### config.mk
export PLATFORM = sky130hd
export DESIGN_NAME = pdma_channels
export DESIGN_NICKNAME = d
export VERILOG_FILES = /design/src/pdma_pkg.sv /design/src/pdma_channels.sv
export VERILOG_INCLUDE_DIRS = /design/src /design/src/src
export SDC_FILE = /design/constraint.sdc
export NUM_CORES = 2
export LEC_CHECK = 0
export ABC_CLOCK_PERIOD_IN_PS = 29000
export BUFFER_PORTS_ARGS = -buffer_cell sky130_fd_sc_hd__buf_2
export CORE_MARGIN = 3
export CORE_UTILIZATION = 63
export DETAILED_ROUTE_END_ITERATION = 8
export HOLD_SLACK_MARGIN = 0.15
export MAX_ROUTING_LAYER = met4
export PLACE_DENSITY_LB_ADDON = 0.12
export SKIP_LAST_GASP = 1
export SYNTH_ARGS = -nofsm -noshare
export SYNTH_HDL_FRONTEND = slang
export SYNTH_SLANG_ARGS = --single-unit
export TNS_END_PERCENT = 20
### constraint.sdc
create_clock -name mclk -period 29 [get_ports mclk]
set_clock_uncertainty 0.2 [all_clocks]
set_input_delay 0 -clock mclk [delete_from_list [all_inputs] [get_ports mclk]]
set_output_delay 0 -clock mclk [all_outputs]
set_load 0.02 [all_outputs]
### src/pdma_regs.svh
// Purpose: Offsets, field positions, reset values and sizes of the peripheral DMA block
// Assumes: Byte addresses on a 12-bit register port, one 32-bit word per register
// Notes: Definitions only
`ifndef PDMA_REGS_SVH
`define PDMA_REGS_SVH
// Structure sizes
`define PDMA_NCH 4
`define PDMA_NMON 2
`define PDMA_CW 16
`define PDMA_CMAX 16'hffff
// Per-channel offsets inside a 0x40 window
`define PDMA_OFS_MEM_PTR 6'h00
`define PDMA_OFS_SELECTOR 6'h04
`define PDMA_OFS_COUNTER 6'h08
`define PDMA_OFS_PTR_RELOAD 6'h0c
`define PDMA_OFS_CNT_RELOAD 6'h10
`define PDMA_OFS_CONTROL 6'h14
`define PDMA_OFS_MODE 6'h18
`define PDMA_OFS_STATE 6'h1c
`define PDMA_OFS_IRQ_SET 6'h20
`define PDMA_OFS_IRQ_CLR 6'h24
`define PDMA_OFS_IRQ_MASK 6'h28
`define PDMA_OFS_IRQ_FLAGS 6'h2c
// Monitor, control and revision offsets
`define PDMA_OFS_PERF 12'h800
`define PDMA_OFS_MON 12'h804
`define PDMA_MON_STRIDE 12'h018
`define PDMA_MON_RDAT 12'h000
`define PDMA_MON_RSTL 12'h004
`define PDMA_MON_RLAT 12'h008
`define PDMA_MON_WDAT 12'h00c
`define PDMA_MON_WSTL 12'h010
`define PDMA_MON_WLAT 12'h014
`define PDMA_OFS_REV 12'h834
// Control, status and flag bits
`define PDMA_CR_ON 0
`define PDMA_CR_OFF 1
`define PDMA_ERROR_CLEAR_BIT 8
`define PDMA_SR_EN 0
`define PDMA_IRQ_RCZ 0
`define PDMA_IRQ_TRC 1
`define PDMA_IRQ_TERR 2
// Selector fields: direction and handshake interface
`define PDMA_PID_DIR 0
`define PDMA_PID_HS_LO 1
`define PDMA_PID_HS_HI 2
// Monitor control fields
`define PDMA_PC_EN 0
`define PDMA_PC_RES 4
`define PDMA_PC_OVF 8
`define PDMA_PC_SEL 16
`define PDMA_PC_SEL_STEP 8
// Item sizes
`define PDMA_SZ_BYTE 2'h0
`define PDMA_SZ_HALF 2'h1
`define PDMA_SZ_WORD 2'h2
// Reset value and revision code (revision value is arbitrary)
`define PDMA_RST_ZERO 32'h00000000
`define PDMA_REV_ID 32'h00000001
`endif

### src/pdma_pkg.sv
// Purpose: Types shared by the peripheral DMA block
// Assumes: pdma_regs.svh gives the sizes
// Notes: All carriers are packed structs
`include "pdma_regs.svh"
package pdma_pkg;
   typedef enum logic [2:0] {
      PDMA_S_IDLE = 3'b001,
      PDMA_S_PER = 3'b010,
      PDMA_S_MEM = 3'b100
   } pdma_fsm_t;
   typedef struct packed {
      logic wr;
      logic rd;
      logic [11:0] addr;
      logic [31:0] wdata;
   } pdma_regreq_t;
   typedef struct packed {
      logic req;
      logic write;
      logic [1:0] size;
      logic [31:0] addr;
      logic [31:0] wdata;
   } pdma_memreq_t;
   typedef struct packed {
      logic ready;
      logic error;
      logic [31:0] rdata;
   } pdma_memrsp_t;
   typedef struct packed {
      logic rd;
      logic wr;
      logic [7:0] addr;
      logic [31:0] wdata;
   } pdma_perreq_t;
   typedef struct packed {
      logic [31:0] memory_pointer;
      logic [31:0] pointer_reload;
      logic [15:0] transfer_counter;
      logic [15:0] counter_reload;
      logic [7:0] peripheral_identity;
      logic [1:0] size;
      logic en;
      logic err;
      logic [2:0] irq_mask_view;
   } pdma_chan_t;
   typedef struct packed {
      logic en;
      logic ovf;
      logic [1:0] sel;
      logic [15:0] rdat;
      logic [15:0] rstl;
      logic [15:0] rlat;
      logic [15:0] wdat;
      logic [15:0] wstl;
      logic [15:0] wlat;
      logic [15:0] cur;
   } pdma_mon_t;
   typedef struct packed {
      pdma_chan_t [`PDMA_NCH-1:0] ch;
      pdma_mon_t [`PDMA_NMON-1:0] mon;
      pdma_fsm_t fsm;
      logic [1:0] cur;
      logic wr;
      logic m2p;
      logic [1:0] size;
      logic [31:0] addr;
      logic [31:0] data;
      logic [7:0] peripheral_identity;
      logic [31:0] rdata;
   } pdma_state_t;
   // Zero bits above the item size
   function automatic logic [31:0] pdma_fit(input logic [1:0] sz, input logic [31:0] d);
      if (sz == `PDMA_SZ_BYTE)
         return {24'h000000, d[7:0]};
      else if (sz == `PDMA_SZ_HALF)
         return {16'h0000, d[15:0]};
      else
         return d;
   endfunction : pdma_fit
   // Pointer advance per item
   function automatic logic [31:0] pdma_step(input logic [1:0] sz);
      if (sz == `PDMA_SZ_BYTE)
         return 32'h00000001;
      else if (sz == `PDMA_SZ_HALF)
         return 32'h00000002;
      else
         return 32'h00000004;
   endfunction : pdma_step
endpackage : pdma_pkg

### src/pdma_channels.sv
// Purpose: Multi-channel peripheral DMA engine with reload, error stop and two monitors
// Assumes: Peripherals and memory bus on mclk; one item moved at a time
// Notes: Peripheral read data is taken in the same cycle as the read strobe
// Behaviour
// - Empty counter with reload pending loads both
// - Reload clears both reload registers
// - Reload write on empty counter loads immediately
// - Selector picks handshake, direction, holding address
// - Per-channel byte, halfword or word size
// - Memory access carries programmed size
// - Peripheral data zeroed above item size
// - On/off bits enable channel, state readable
// - Enabled channel served while items remain
// - Set/clear registers drive readable mask
// - Flag reload-zero and transfer-finished conditions
// - Failed memory access raises error source
// - Lowest-numbered requesting channel wins
// - Error sets flag, stops that channel
// - Error-clear write resumes stopped channel
// - Masked error raises interrupt request
// - Monitor counts selected channel while enabled
// - Count data, stall, latency per direction
// - Counter overflow resets or freezes monitor
// - Monitor reset bit clears its counters
// - Latency saturates, cleared only by reset
// - Pointer advances by item size
// - Counter decrements per finished item
// - Request acknowledged when transfer starts
`timescale 1ns/1ns
`include "pdma_regs.svh"
module pdma_channels
   import pdma_pkg::*;
(
   input wire logic mclk,
   input wire logic reset,
   input wire logic ce,
   input wire pdma_regreq_t reg_req,
   output logic [31:0] reg_rdata,
   output pdma_memreq_t mem_req,
   input wire pdma_memrsp_t mem_rsp,
   output pdma_perreq_t per_req,
   input wire logic [31:0] per_rdata,
   input wire logic [3:0] hs_req,
   output logic [3:0] hs_ack,
   output logic [`PDMA_NCH-1:0] irq
);
   localparam int NCH = `PDMA_NCH;
   localparam int NMON = `PDMA_NMON;

   pdma_state_t st;
   pdma_state_t n;
   logic [NCH-1:0] elig;
   logic [NCH-1:0] grant;
   logic [NCH-1:0] tcr_wr;
   logic [NCH-1:0][2:0] isr_v;
   logic [NMON-1:0] mres;
   logic [1:0] sel;
   logic [1:0] wc;
   logic done;
   logic err_set;
   logic [31:0] rd_val;
   logic [11:0] mb;
   logic obs;
   logic wrap;
   logic frz;
   logic [15:0] curn;

   ////////////////////////////////////////////////////////////////////////////
   // Next-state logic
   always_comb
   begin
      n = st;
      elig = '0;
      grant = '0;
      tcr_wr = '0;
      hs_ack = 4'h0;
      mres = '0;
      sel = 2'h0;
      wc = reg_req.addr[7:6];
      done = 1'b0;
      err_set = 1'b0;
      rd_val = `PDMA_RST_ZERO;
      mb = 12'h000;
      obs = 1'b0;
      wrap = 1'b0;
      frz = 1'b0;
      curn = 16'h0000;
      for (int c = 0; c < NCH; c++)
      begin
         isr_v[c][`PDMA_IRQ_RCZ] = (st.ch[c].counter_reload == 16'h0000);
         isr_v[c][`PDMA_IRQ_TRC] = (st.ch[c].transfer_counter == 16'h0000) && (st.ch[c].counter_reload == 16'h0000);
         isr_v[c][`PDMA_IRQ_TERR] = st.ch[c].err;
      end
      for (int c = 0; c < NCH; c++)
      begin
         elig[c] = ce && st.ch[c].en && !st.ch[c].err && (st.ch[c].transfer_counter != 16'h0000)
                   && hs_req[st.ch[c].peripheral_identity[`PDMA_PID_HS_HI:`PDMA_PID_HS_LO]];
      end
      for (int c = NCH - 1; c >= 0; c--)
      begin
         if (elig[c])
            sel = 2'(c);
      end
      // Transfer sequencer
      case (st.fsm)
         PDMA_S_IDLE:
         begin
            if (|elig)
            begin
               grant[sel] = 1'b1;
               hs_ack[st.ch[sel].peripheral_identity[`PDMA_PID_HS_HI:`PDMA_PID_HS_LO]] = 1'b1;
               n.cur = sel;
               n.m2p = st.ch[sel].peripheral_identity[`PDMA_PID_DIR];
               n.wr = !st.ch[sel].peripheral_identity[`PDMA_PID_DIR];
               n.peripheral_identity = st.ch[sel].peripheral_identity;
               n.size = st.ch[sel].size;
               n.addr = st.ch[sel].memory_pointer;
               n.fsm = st.ch[sel].peripheral_identity[`PDMA_PID_DIR] ? PDMA_S_MEM : PDMA_S_PER;
            end
         end
         PDMA_S_PER:
         begin
            if (st.m2p)
            begin
               done = 1'b1;
               n.fsm = PDMA_S_IDLE;
            end
            else
            begin
               n.data = pdma_fit(st.size, per_rdata);
               n.fsm = PDMA_S_MEM;
            end
         end
         PDMA_S_MEM:
         begin
            if (mem_rsp.ready)
            begin
               if (mem_rsp.error)
               begin
                  err_set = 1'b1;
                  n.fsm = PDMA_S_IDLE;
               end
               else if (!st.wr)
               begin
                  n.data = pdma_fit(st.size, mem_rsp.rdata);
                  n.fsm = PDMA_S_PER;
               end
               else
               begin
                  done = 1'b1;
                  n.fsm = PDMA_S_IDLE;
               end
            end
         end
         default:
         begin
            n.fsm = PDMA_S_IDLE;
         end
      endcase
      if (done)
      begin
         n.ch[st.cur].memory_pointer = st.ch[st.cur].memory_pointer + pdma_step(st.size);
         n.ch[st.cur].transfer_counter = st.ch[st.cur].transfer_counter - 16'h0001;
      end
      // Register writes, software wins over the engine except on the error flag, set after them
      if (reg_req.wr && reg_req.addr[11:8] == 4'h0)
      begin
         case (reg_req.addr[5:0])
            `PDMA_OFS_MEM_PTR: n.ch[wc].memory_pointer = reg_req.wdata;
            `PDMA_OFS_SELECTOR: n.ch[wc].peripheral_identity = reg_req.wdata[7:0];
            `PDMA_OFS_COUNTER:
            begin
               n.ch[wc].transfer_counter = reg_req.wdata[15:0];
               tcr_wr[wc] = 1'b1;
            end
            `PDMA_OFS_PTR_RELOAD: n.ch[wc].pointer_reload = reg_req.wdata;
            `PDMA_OFS_CNT_RELOAD: n.ch[wc].counter_reload = reg_req.wdata[15:0];
            `PDMA_OFS_CONTROL:
            begin
               if (reg_req.wdata[`PDMA_CR_ON])
                  n.ch[wc].en = 1'b1;
               if (reg_req.wdata[`PDMA_CR_OFF])
                  n.ch[wc].en = 1'b0;
               if (reg_req.wdata[`PDMA_ERROR_CLEAR_BIT])
                  n.ch[wc].err = 1'b0;
            end
            `PDMA_OFS_MODE: n.ch[wc].size = reg_req.wdata[1:0];
            `PDMA_OFS_IRQ_SET: n.ch[wc].irq_mask_view = st.ch[wc].irq_mask_view | reg_req.wdata[2:0];
            `PDMA_OFS_IRQ_CLR: n.ch[wc].irq_mask_view = st.ch[wc].irq_mask_view & ~reg_req.wdata[2:0];
            default: n.ch[wc].irq_mask_view = n.ch[wc].irq_mask_view;
         endcase
      end
      if (reg_req.wr && reg_req.addr == `PDMA_OFS_PERF)
      begin
         for (int m = 0; m < NMON; m++)
         begin
            n.mon[m].en = reg_req.wdata[`PDMA_PC_EN + m];
            n.mon[m].ovf = reg_req.wdata[`PDMA_PC_OVF + m];
            n.mon[m].sel = reg_req.wdata[`PDMA_PC_SEL + m * `PDMA_PC_SEL_STEP +: 2];
            mres[m] = reg_req.wdata[`PDMA_PC_RES + m];
         end
      end
      for (int c = 0; c < NCH; c++)
      begin
         if (n.ch[c].transfer_counter == 16'h0000 && n.ch[c].counter_reload != 16'h0000)
         begin
            n.ch[c].transfer_counter = n.ch[c].counter_reload;
            n.ch[c].memory_pointer = n.ch[c].pointer_reload;
            n.ch[c].counter_reload = 16'h0000;
            n.ch[c].pointer_reload = 32'h00000000;
         end
      end
      if (err_set)
         n.ch[st.cur].err = 1'b1;
      // Performance monitors
      for (int m = 0; m < NMON; m++)
      begin
         obs = (st.fsm == PDMA_S_MEM) && (st.cur == st.mon[m].sel);
         frz = st.mon[m].ovf && (st.mon[m].rdat == `PDMA_CMAX || st.mon[m].rstl == `PDMA_CMAX
               || st.mon[m].wdat == `PDMA_CMAX || st.mon[m].wstl == `PDMA_CMAX);
         wrap = 1'b0;
         curn = (st.mon[m].cur == `PDMA_CMAX) ? `PDMA_CMAX : st.mon[m].cur + 16'h0001;
         if (mres[m])
         begin
            n.mon[m].rdat = 16'h0000;
            n.mon[m].rstl = 16'h0000;
            n.mon[m].rlat = 16'h0000;
            n.mon[m].wdat = 16'h0000;
            n.mon[m].wstl = 16'h0000;
            n.mon[m].wlat = 16'h0000;
            n.mon[m].cur = 16'h0000;
         end
         else if (st.mon[m].en && !frz && obs)
         begin
            if (mem_rsp.ready)
            begin
               n.mon[m].cur = 16'h0000;
               if (st.wr)
               begin
                  wrap = (st.mon[m].wdat == `PDMA_CMAX);
                  n.mon[m].wdat = st.mon[m].wdat + 16'h0001;
               end
               else
               begin
                  wrap = (st.mon[m].rdat == `PDMA_CMAX);
                  n.mon[m].rdat = st.mon[m].rdat + 16'h0001;
               end
            end
            else
            begin
               n.mon[m].cur = curn;
               if (st.wr)
               begin
                  wrap = (st.mon[m].wstl == `PDMA_CMAX);
                  n.mon[m].wstl = st.mon[m].wstl + 16'h0001;
                  if (curn > st.mon[m].wlat)
                     n.mon[m].wlat = curn;
               end
               else
               begin
                  wrap = (st.mon[m].rstl == `PDMA_CMAX);
                  n.mon[m].rstl = st.mon[m].rstl + 16'h0001;
                  if (curn > st.mon[m].rlat)
                     n.mon[m].rlat = curn;
               end
            end
            if (wrap)
            begin
               n.mon[m].rdat = 16'h0000;
               n.mon[m].rstl = 16'h0000;
               n.mon[m].wdat = 16'h0000;
               n.mon[m].wstl = 16'h0000;
            end
         end
      end
      // Register read mux
      if (reg_req.addr[11:8] == 4'h0)
      begin
         case (reg_req.addr[5:0])
            `PDMA_OFS_MEM_PTR: rd_val = st.ch[wc].memory_pointer;
            `PDMA_OFS_SELECTOR: rd_val = {24'h000000, st.ch[wc].peripheral_identity};
            `PDMA_OFS_COUNTER: rd_val = {16'h0000, st.ch[wc].transfer_counter};
            `PDMA_OFS_PTR_RELOAD: rd_val = st.ch[wc].pointer_reload;
            `PDMA_OFS_CNT_RELOAD: rd_val = {16'h0000, st.ch[wc].counter_reload};
            `PDMA_OFS_MODE: rd_val = {30'h00000000, st.ch[wc].size};
            `PDMA_OFS_STATE: rd_val = {31'h00000000, st.ch[wc].en};
            `PDMA_OFS_IRQ_MASK: rd_val = {29'h00000000, st.ch[wc].irq_mask_view};
            `PDMA_OFS_IRQ_FLAGS: rd_val = {29'h00000000, isr_v[wc]};
            default: rd_val = `PDMA_RST_ZERO;
         endcase
      end
      else if (reg_req.addr == `PDMA_OFS_REV)
         rd_val = `PDMA_REV_ID;
      else if (reg_req.addr == `PDMA_OFS_PERF)
      begin
         for (int m = 0; m < NMON; m++)
         begin
            rd_val[`PDMA_PC_EN + m] = st.mon[m].en;
            rd_val[`PDMA_PC_OVF + m] = st.mon[m].ovf;
            rd_val[`PDMA_PC_SEL + m * `PDMA_PC_SEL_STEP +: 2] = st.mon[m].sel;
         end
      end
      else
      begin
         for (int m = 0; m < NMON; m++)
         begin
            mb = 12'(`PDMA_OFS_MON + m * `PDMA_MON_STRIDE);
            if (reg_req.addr == mb + `PDMA_MON_RDAT)
               rd_val = {16'h0000, st.mon[m].rdat};
            if (reg_req.addr == mb + `PDMA_MON_RSTL)
               rd_val = {16'h0000, st.mon[m].rstl};
            if (reg_req.addr == mb + `PDMA_MON_RLAT)
               rd_val = {16'h0000, st.mon[m].rlat};
            if (reg_req.addr == mb + `PDMA_MON_WDAT)
               rd_val = {16'h0000, st.mon[m].wdat};
            if (reg_req.addr == mb + `PDMA_MON_WSTL)
               rd_val = {16'h0000, st.mon[m].wstl};
            if (reg_req.addr == mb + `PDMA_MON_WLAT)
               rd_val = {16'h0000, st.mon[m].wlat};
         end
      end
      if (reg_req.rd)
         n.rdata = rd_val;
   end

   ////////////////////////////////////////////////////////////////////////////
   // State register, frozen while ce is low
   always_ff @(posedge mclk or posedge reset)
   begin
      if (reset)
      begin
         st <= '0;
         st.fsm <= PDMA_S_IDLE;
      end
      else if (ce)
         st <= n;
   end

   ////////////////////////////////////////////////////////////////////////////
   // Outputs
   assign reg_rdata = st.rdata;
   assign mem_req.req = (st.fsm == PDMA_S_MEM);
   assign mem_req.write = st.wr;
   assign mem_req.size = st.size;
   assign mem_req.addr = st.addr;
   assign mem_req.wdata = st.data;
   assign per_req.rd = (st.fsm == PDMA_S_PER) && !st.m2p;
   assign per_req.wr = (st.fsm == PDMA_S_PER) && st.m2p;
   assign per_req.addr = st.peripheral_identity;
   assign per_req.wdata = st.data;
   always_comb
   begin
      for (int c = 0; c < NCH; c++)
         irq[c] = |(isr_v[c] & st.ch[c].irq_mask_view);
   end

   ////////////////////////////////////////////////////////////////////////////
   // Checks per channel
   for (genvar c = 0; c < NCH; c++)
   begin : g_chk
      localparam logic [NCH-1:0] LOWER = NCH'((1 << c) - 1);
      AST_NO_STALE_RELOAD: assert property (@(posedge mclk) disable iff (reset)
         !(st.ch[c].transfer_counter == 16'h0000 && st.ch[c].counter_reload != 16'h0000))
         else $error("reload pending on empty counter");
      AST_RELOAD_CLEARS: assert property (@(posedge mclk) disable iff (reset)
         ($past(st.ch[c].transfer_counter) == 16'h0000 && st.ch[c].transfer_counter != 16'h0000 && !$past(tcr_wr[c]))
         |-> (st.ch[c].counter_reload == 16'h0000 && st.ch[c].pointer_reload == 32'h00000000))
         else $error("reload registers not cleared");
      AST_PRIO: assert property (@(posedge mclk) disable iff (reset)
         grant[c] |-> ((elig & LOWER) == '0))
         else $error("lower channel passed over");
      AST_NO_GRANT_STOPPED: assert property (@(posedge mclk) disable iff (reset)
         grant[c] |-> (st.ch[c].en && !st.ch[c].err && st.ch[c].transfer_counter != 16'h0000))
         else $error("stopped channel granted");
      AST_ERR_IRQ: assert property (@(posedge mclk) disable iff (reset)
         (st.ch[c].err && st.ch[c].irq_mask_view[`PDMA_IRQ_TERR]) |-> irq[c])
         else $error("masked error gave no interrupt");
   end

   ////////////////////////////////////////////////////////////////////////////
   // Engine and monitor checks
   AST_ERR_STOPS: assert property (@(posedge mclk) disable iff (reset)
      (ce && st.fsm == PDMA_S_MEM && mem_rsp.ready && mem_rsp.error)
      |=> (st.ch[$past(st.cur)].err && st.fsm == PDMA_S_IDLE))
      else $error("error did not stop channel");
   AST_PTR_STEP: assert property (@(posedge mclk) disable iff (reset)
      (ce && done && !reg_req.wr && st.ch[st.cur].transfer_counter > 16'h0001)
      |=> (st.ch[$past(st.cur)].memory_pointer == $past(st.ch[st.cur].memory_pointer) + pdma_step($past(st.size))))
      else $error("pointer step wrong");
   AST_TCR_DEC: assert property (@(posedge mclk) disable iff (reset)
      (ce && done && !reg_req.wr && st.ch[st.cur].transfer_counter > 16'h0001)
      |=> (st.ch[$past(st.cur)].transfer_counter == $past(st.ch[st.cur].transfer_counter) - 16'h0001))
      else $error("counter not decremented");
   AST_SIZE_MASK: assert property (@(posedge mclk) disable iff (reset)
      (per_req.wr && st.size == `PDMA_SZ_BYTE) |-> (per_req.wdata[31:8] == 24'h000000))
      else $error("byte data not trimmed");
   AST_ACK_START: assert property (@(posedge mclk) disable iff (reset)
      (|hs_ack) |=> (st.fsm != PDMA_S_IDLE) ##1 (st.fsm != PDMA_S_IDLE || st.ch[st.cur].err))
      else $error("ack without transfer");
   AST_LAT_HOLD: assert property (@(posedge mclk) disable iff (reset)
      (!$past(mres[0])) |-> (st.mon[0].rlat >= $past(st.mon[0].rlat)))
      else $error("latency dropped without reset");
   AST_MON_IDLE: assert property (@(posedge mclk) disable iff (reset)
      (!st.mon[0].en && !mres[0]) |=> $stable(st.mon[0].rdat))
      else $error("disabled monitor counted");
   AST_MON_RESET: assert property (@(posedge mclk) disable iff (reset)
      (ce && mres[1]) |=> (st.mon[1].wdat == 16'h0000 && st.mon[1].wlat == 16'h0000))
      else $error("monitor reset ignored");
endmodule : pdma_channels

==> impl_results.rst <==
.. list-table::
   :header-rows: 1

   * - Metric
     - Value
   * - Via count of the first global-routing pass
     - 48850
   * - Minimum setup slack after placement
     - about 23 ns
   * - Average cell area after synthesis
     - about 8.7 sq um
   * - Width of the die
     - slightly below 300 microns
   * - WL met2
     - around 90000 microns
   * - Headroom to the max-slew limit
     - 3.684%
   * - Worst-path clk slew
     - ~0.060 ns
   * - Hold buffer count at CTS
     - 216
   * - Starting utilization of the core area
     - between 60 and 70%
   * - Layout cells sized above 1
     - 14.48%
   * - Power density over the cells
     - roughly 50 nW/um^2
   * - Total routed wire length on the met1 layer
     - 73790 microns
   * - Post-DP Area
     - 52060 sq um
   * - P&R area growth vs syn
     - 12.43%
   * - Detail-routed net length per standard cell
     - around 30 microns
   * - Flop pwr share
     - a little over two fifths
   * - Clock tree from TritonCTS
     - done
   * - Final cycle utilization of the critical path
     - 21.69%
   * - Post-synthesis cell area
     - 50950 sq um
   * - Internal portion of total power
     - just under 2 mW
   * - Final Hold Vio Count
     - 0
   * - Die span in y
     - between 200 and 300 microns
   * - Post-CTS Setup Repair Bufs
     - 0
   * - Upper clock frequency limit
     - 159.0 MHz
   * - Proportion of synthesized flip-flops having asynchronous set or reset
     - 100.0%
   * - First drt pass iteration count
     - 7
   * - Cell area after layout
     - approximately 57000 sq um
   * - Final-layout fill cell count
     - around 6000
   * - Post-layout min period
     - about 6.3 ns
   * - Antenna violations before repair
     - 16
   * - Combinational share of power
     - 13.7%
   * - Synthesized netlist net count
     - approximately 6000
   * - Final setup margin
     - roughly 23 ns
   * - Endpoints failing setup
     - 0
   * - Gate count of the mapped netlist
     - 5826
   * - Switching Share
     - around 29%
   * - Clock root buffer
     - clkbuf_16
   * - Clock power frac
     - 42.9%
   * - Post-cts sizing count
     - 0
   * - Commonest non-fill, non-tap cell in the layout
     - nand2_1
   * - Global-route total usage across every layer
     - between 50% and 60%
   * - Pin slew with the least headroom to its limit
     - ~1.4 ns
   * - Library cell contributing the largest single delay on the critical path
     - mux2i_4
   * - Total overflow reported by the global router
     - 0
   * - Tightest Hold Check Type
     - primary input to register
   * - Met3 routed wirelength
     - around 31000 microns
   * - Classification of the worst setup path
     - primary input to register
   * - Via density
     - between 7 and 8
   * - Required time of the critical path
     - about 30 ns
   * - Worst Setup Start Kind
     - primary input
   * - Clock sinks
     - between 700 and 800
   * - Worst VDD drop
     - slightly above 0.05 mV
   * - Max FO, Critical Path
     - 28
   * - Number of ports placed on the die boundary
     - 269
   * - Final slew viol count
     - 0
   * - EDFF count, synth
     - 0
   * - Switching power of the nets
     - 0.8082 mW
   * - CP peak stage delay
     - about 1.1 ns
   * - Maximum number of buffers from clock root to sink
     - 3
   * - Number of H-tree branching levels
     - 3
   * - HPWL after detailed placement
     - approximately 140000 microns
   * - Sum of negative setup slack
     - 0 ns
   * - Number of buffers added on ports
     - 268
   * - Post-synth top flop
     - dfrtp_1
   * - Ordered cell list for the critical path
     - dlygate4sd3_1 -> buf_2 -> nor4_4 -> dlygate4sd3_1 -> buf_4 -> nand4_1 -> nor2_1 -> o21ai_0 -> a211oi_1 -> nand4b_1 -> nand3b_1 -> nor4b_4 -> buf_4 -> mux2i_4 -> nor2_1 -> o41ai_1
   * - Worst endpoint data arrival time
     - 6.64 ns
   * - Clk Latency, worst-skew pair
     - between 0.6 and 0.7 ns
   * - Final weighted congestion in routability-driven placement
     - ~1.1
   * - Unique masters post-synth
     - between 90 and 100
   * - Largest net degree at the start of global routing
     - approximately 160
   * - Most frequent cells in the layout
     - nand2_1, dfrtp_1, o21ai_0
   * - Total number of nets in the final design
     - approximately 6200
   * - Worst setup EP type
     - register
   * - Cell Rows
     - roughly 100
   * - Result of the run
     - completed
   * - RSZ-0062 raised after global routing
     - no
   * - Inserted Clock Buffers
     - 88
   * - Core area
     - around 80000 sq um
   * - Worst-case hold slack
     - roughly 0.17 ns
   * - Sum of buffers and inverters on the critical path
     - 5
   * - Number of DRC markers in iteration 0
     - between 8000 and 9000
   * - Routed WL
     - approximately 220000 microns
   * - Die area
     - ~84000 sq um
   * - Wire length of the first global-routing pass
     - ~320000 microns
   * - Yosys warning total
     - 0
   * - Sequential cell area fraction in the yosys report
     - 38.70%
   * - Max cap viols
     - 0
   * - Via count of the routed design
     - just over 50000
   * - Highest metal layer used by the detailed router
     - met4
   * - Antenna Violating Nets Remaining
     - 0
   * - Leakage power summed over all cells
     - 24.22 nW
   * - Cell class contributing the biggest share of worst-path delay
     - simple AND/OR/NAND/NOR gates
   * - DRC
     - 0
   * - Final core utilization
     - 72.04%
   * - #FFs+latches synth
     - between 700 and 800
## worst min-delay path: cells and delay by family
kind | cells | cell delay, ns
multiplexers | 1 | 0.15
buffers and inverters | 2 | 0.66
AO/OA/AOI/OAI | 2 | 0.17
## cell families after synthesis
| kind of cell | after synthesis | share of synthesized area, % |
|---|---|---|
| xor+xnor | 144 | 2.475 |
| simple gates | 2157 | 19.23 |
| flops | 788 | 38.70 |
| mux | 342 | 10.97 |
| compound gates | 1589 | 20.05 |
| fa+ha+maj | 79 | 1.955 |
| buf+inv | 727 | 6.611 |
## registers in the layout (all words and copies together) (netlist names), named ones only
name / flops
isr_v: 4
st: 621
mem_req: 67
reg_rdata: 32
per_req: 8
## Yosys cell counts (43+ instances only)
cell / number / area (sq um)
o31ai_1: 59 / 442.9
ha_1: 78 / 975.9
buf_4: 150 / 1126
nand2_1: 947 / 3555
nor3_1: 75 / 375.4
inv_1: 171 / 641.9
xor2_1: 90 / 788.3
o21ai_0: 551 / 2758
nor4_1: 43 / 269.0
nand4_1: 82 / 513.0
a22oi_1: 95 / 713.2
and3_1: 62 / 387.9
clkbuf_1: 310 / 1164
nor2_1: 512 / 1922
o22ai_1: 64 / 400.4
dfrtp_1: 787 / 19690
o2bb2ai_1: 49 / 429.2
buf_2: 49 / 245.2
mux2_2: 100 / 1126
a31oi_1: 47 / 294.0
a211oi_1: 58 / 435.4
xnor2_1: 54 / 473.0
o211ai_1: 61 / 457.9
a22o_1: 88 / 770.7
nand3_1: 196 / 980.9
buf_1: 43 / 161.4
a21oi_1: 243 / 1216
mux4_2: 163 / 3671
mux2i_1: 78 / 780.8
## path summary, 6_finish.rpt
kind                             startpoint  cells after the start  slack (ns)     endpoint
min in group asynchronous             reset                      4        0.52   mem_req[0]
worst max register to register      st[109]                     14       22.75      st[440]
worst min-delay path            reg_req[19]                      5        0.17      st[554]
worst max-delay path            reg_req[41]                     16       22.71      st[440]
worst min register to register  mem_req[33]                      2        0.28  mem_req[33]
max in group asynchronous             reset                      7       24.91      st[490]
## layout make-up
type / instances / area, sq um / area share (%)
clock buffers: 128 / 2596 / 4.532
clock inverters: 32 / 420.4 / 0.7339
inverters: 173 / 661.9 / 1.155
repair buffers: 599 / 4429 / 7.732
flip-flops and latches: 788 / 19730 / 34.44
well taps: 1050 / 1314 / 2.293
multi-input cells: 4311 / 28090 / 49.04
diodes: 17 / 42.54 / 0.07426
## per-stage QoR
step	total power [mW]	std cells
after global routing	2.841	7095
final	2.785	7098
after CTS	2.748	7081
after floorplan	1.427	5826
after global placement	1.555	6705
after detailed placement	1.560	6705
## power groups by stage
stage	sequential (mW)	combinational (mW)	clock [mW]
floorplan	1.19	0.233	0
global placement	1.22	0.335	0
finish	1.21	0.381	1.20
CTS	1.20	0.362	1.18
detailed placement	1.22	0.339	0
global route	1.21	0.401	1.23
## metal layers
metal / up-vias / track usage (%)
li1: 21340 / -
met1: 24760 / 61.92
met2: 4573 / 71.17
met3: 1285 / 16.93
met4: 0 / 36.91
met5: - / -
(Power assumes the default switching activity.)
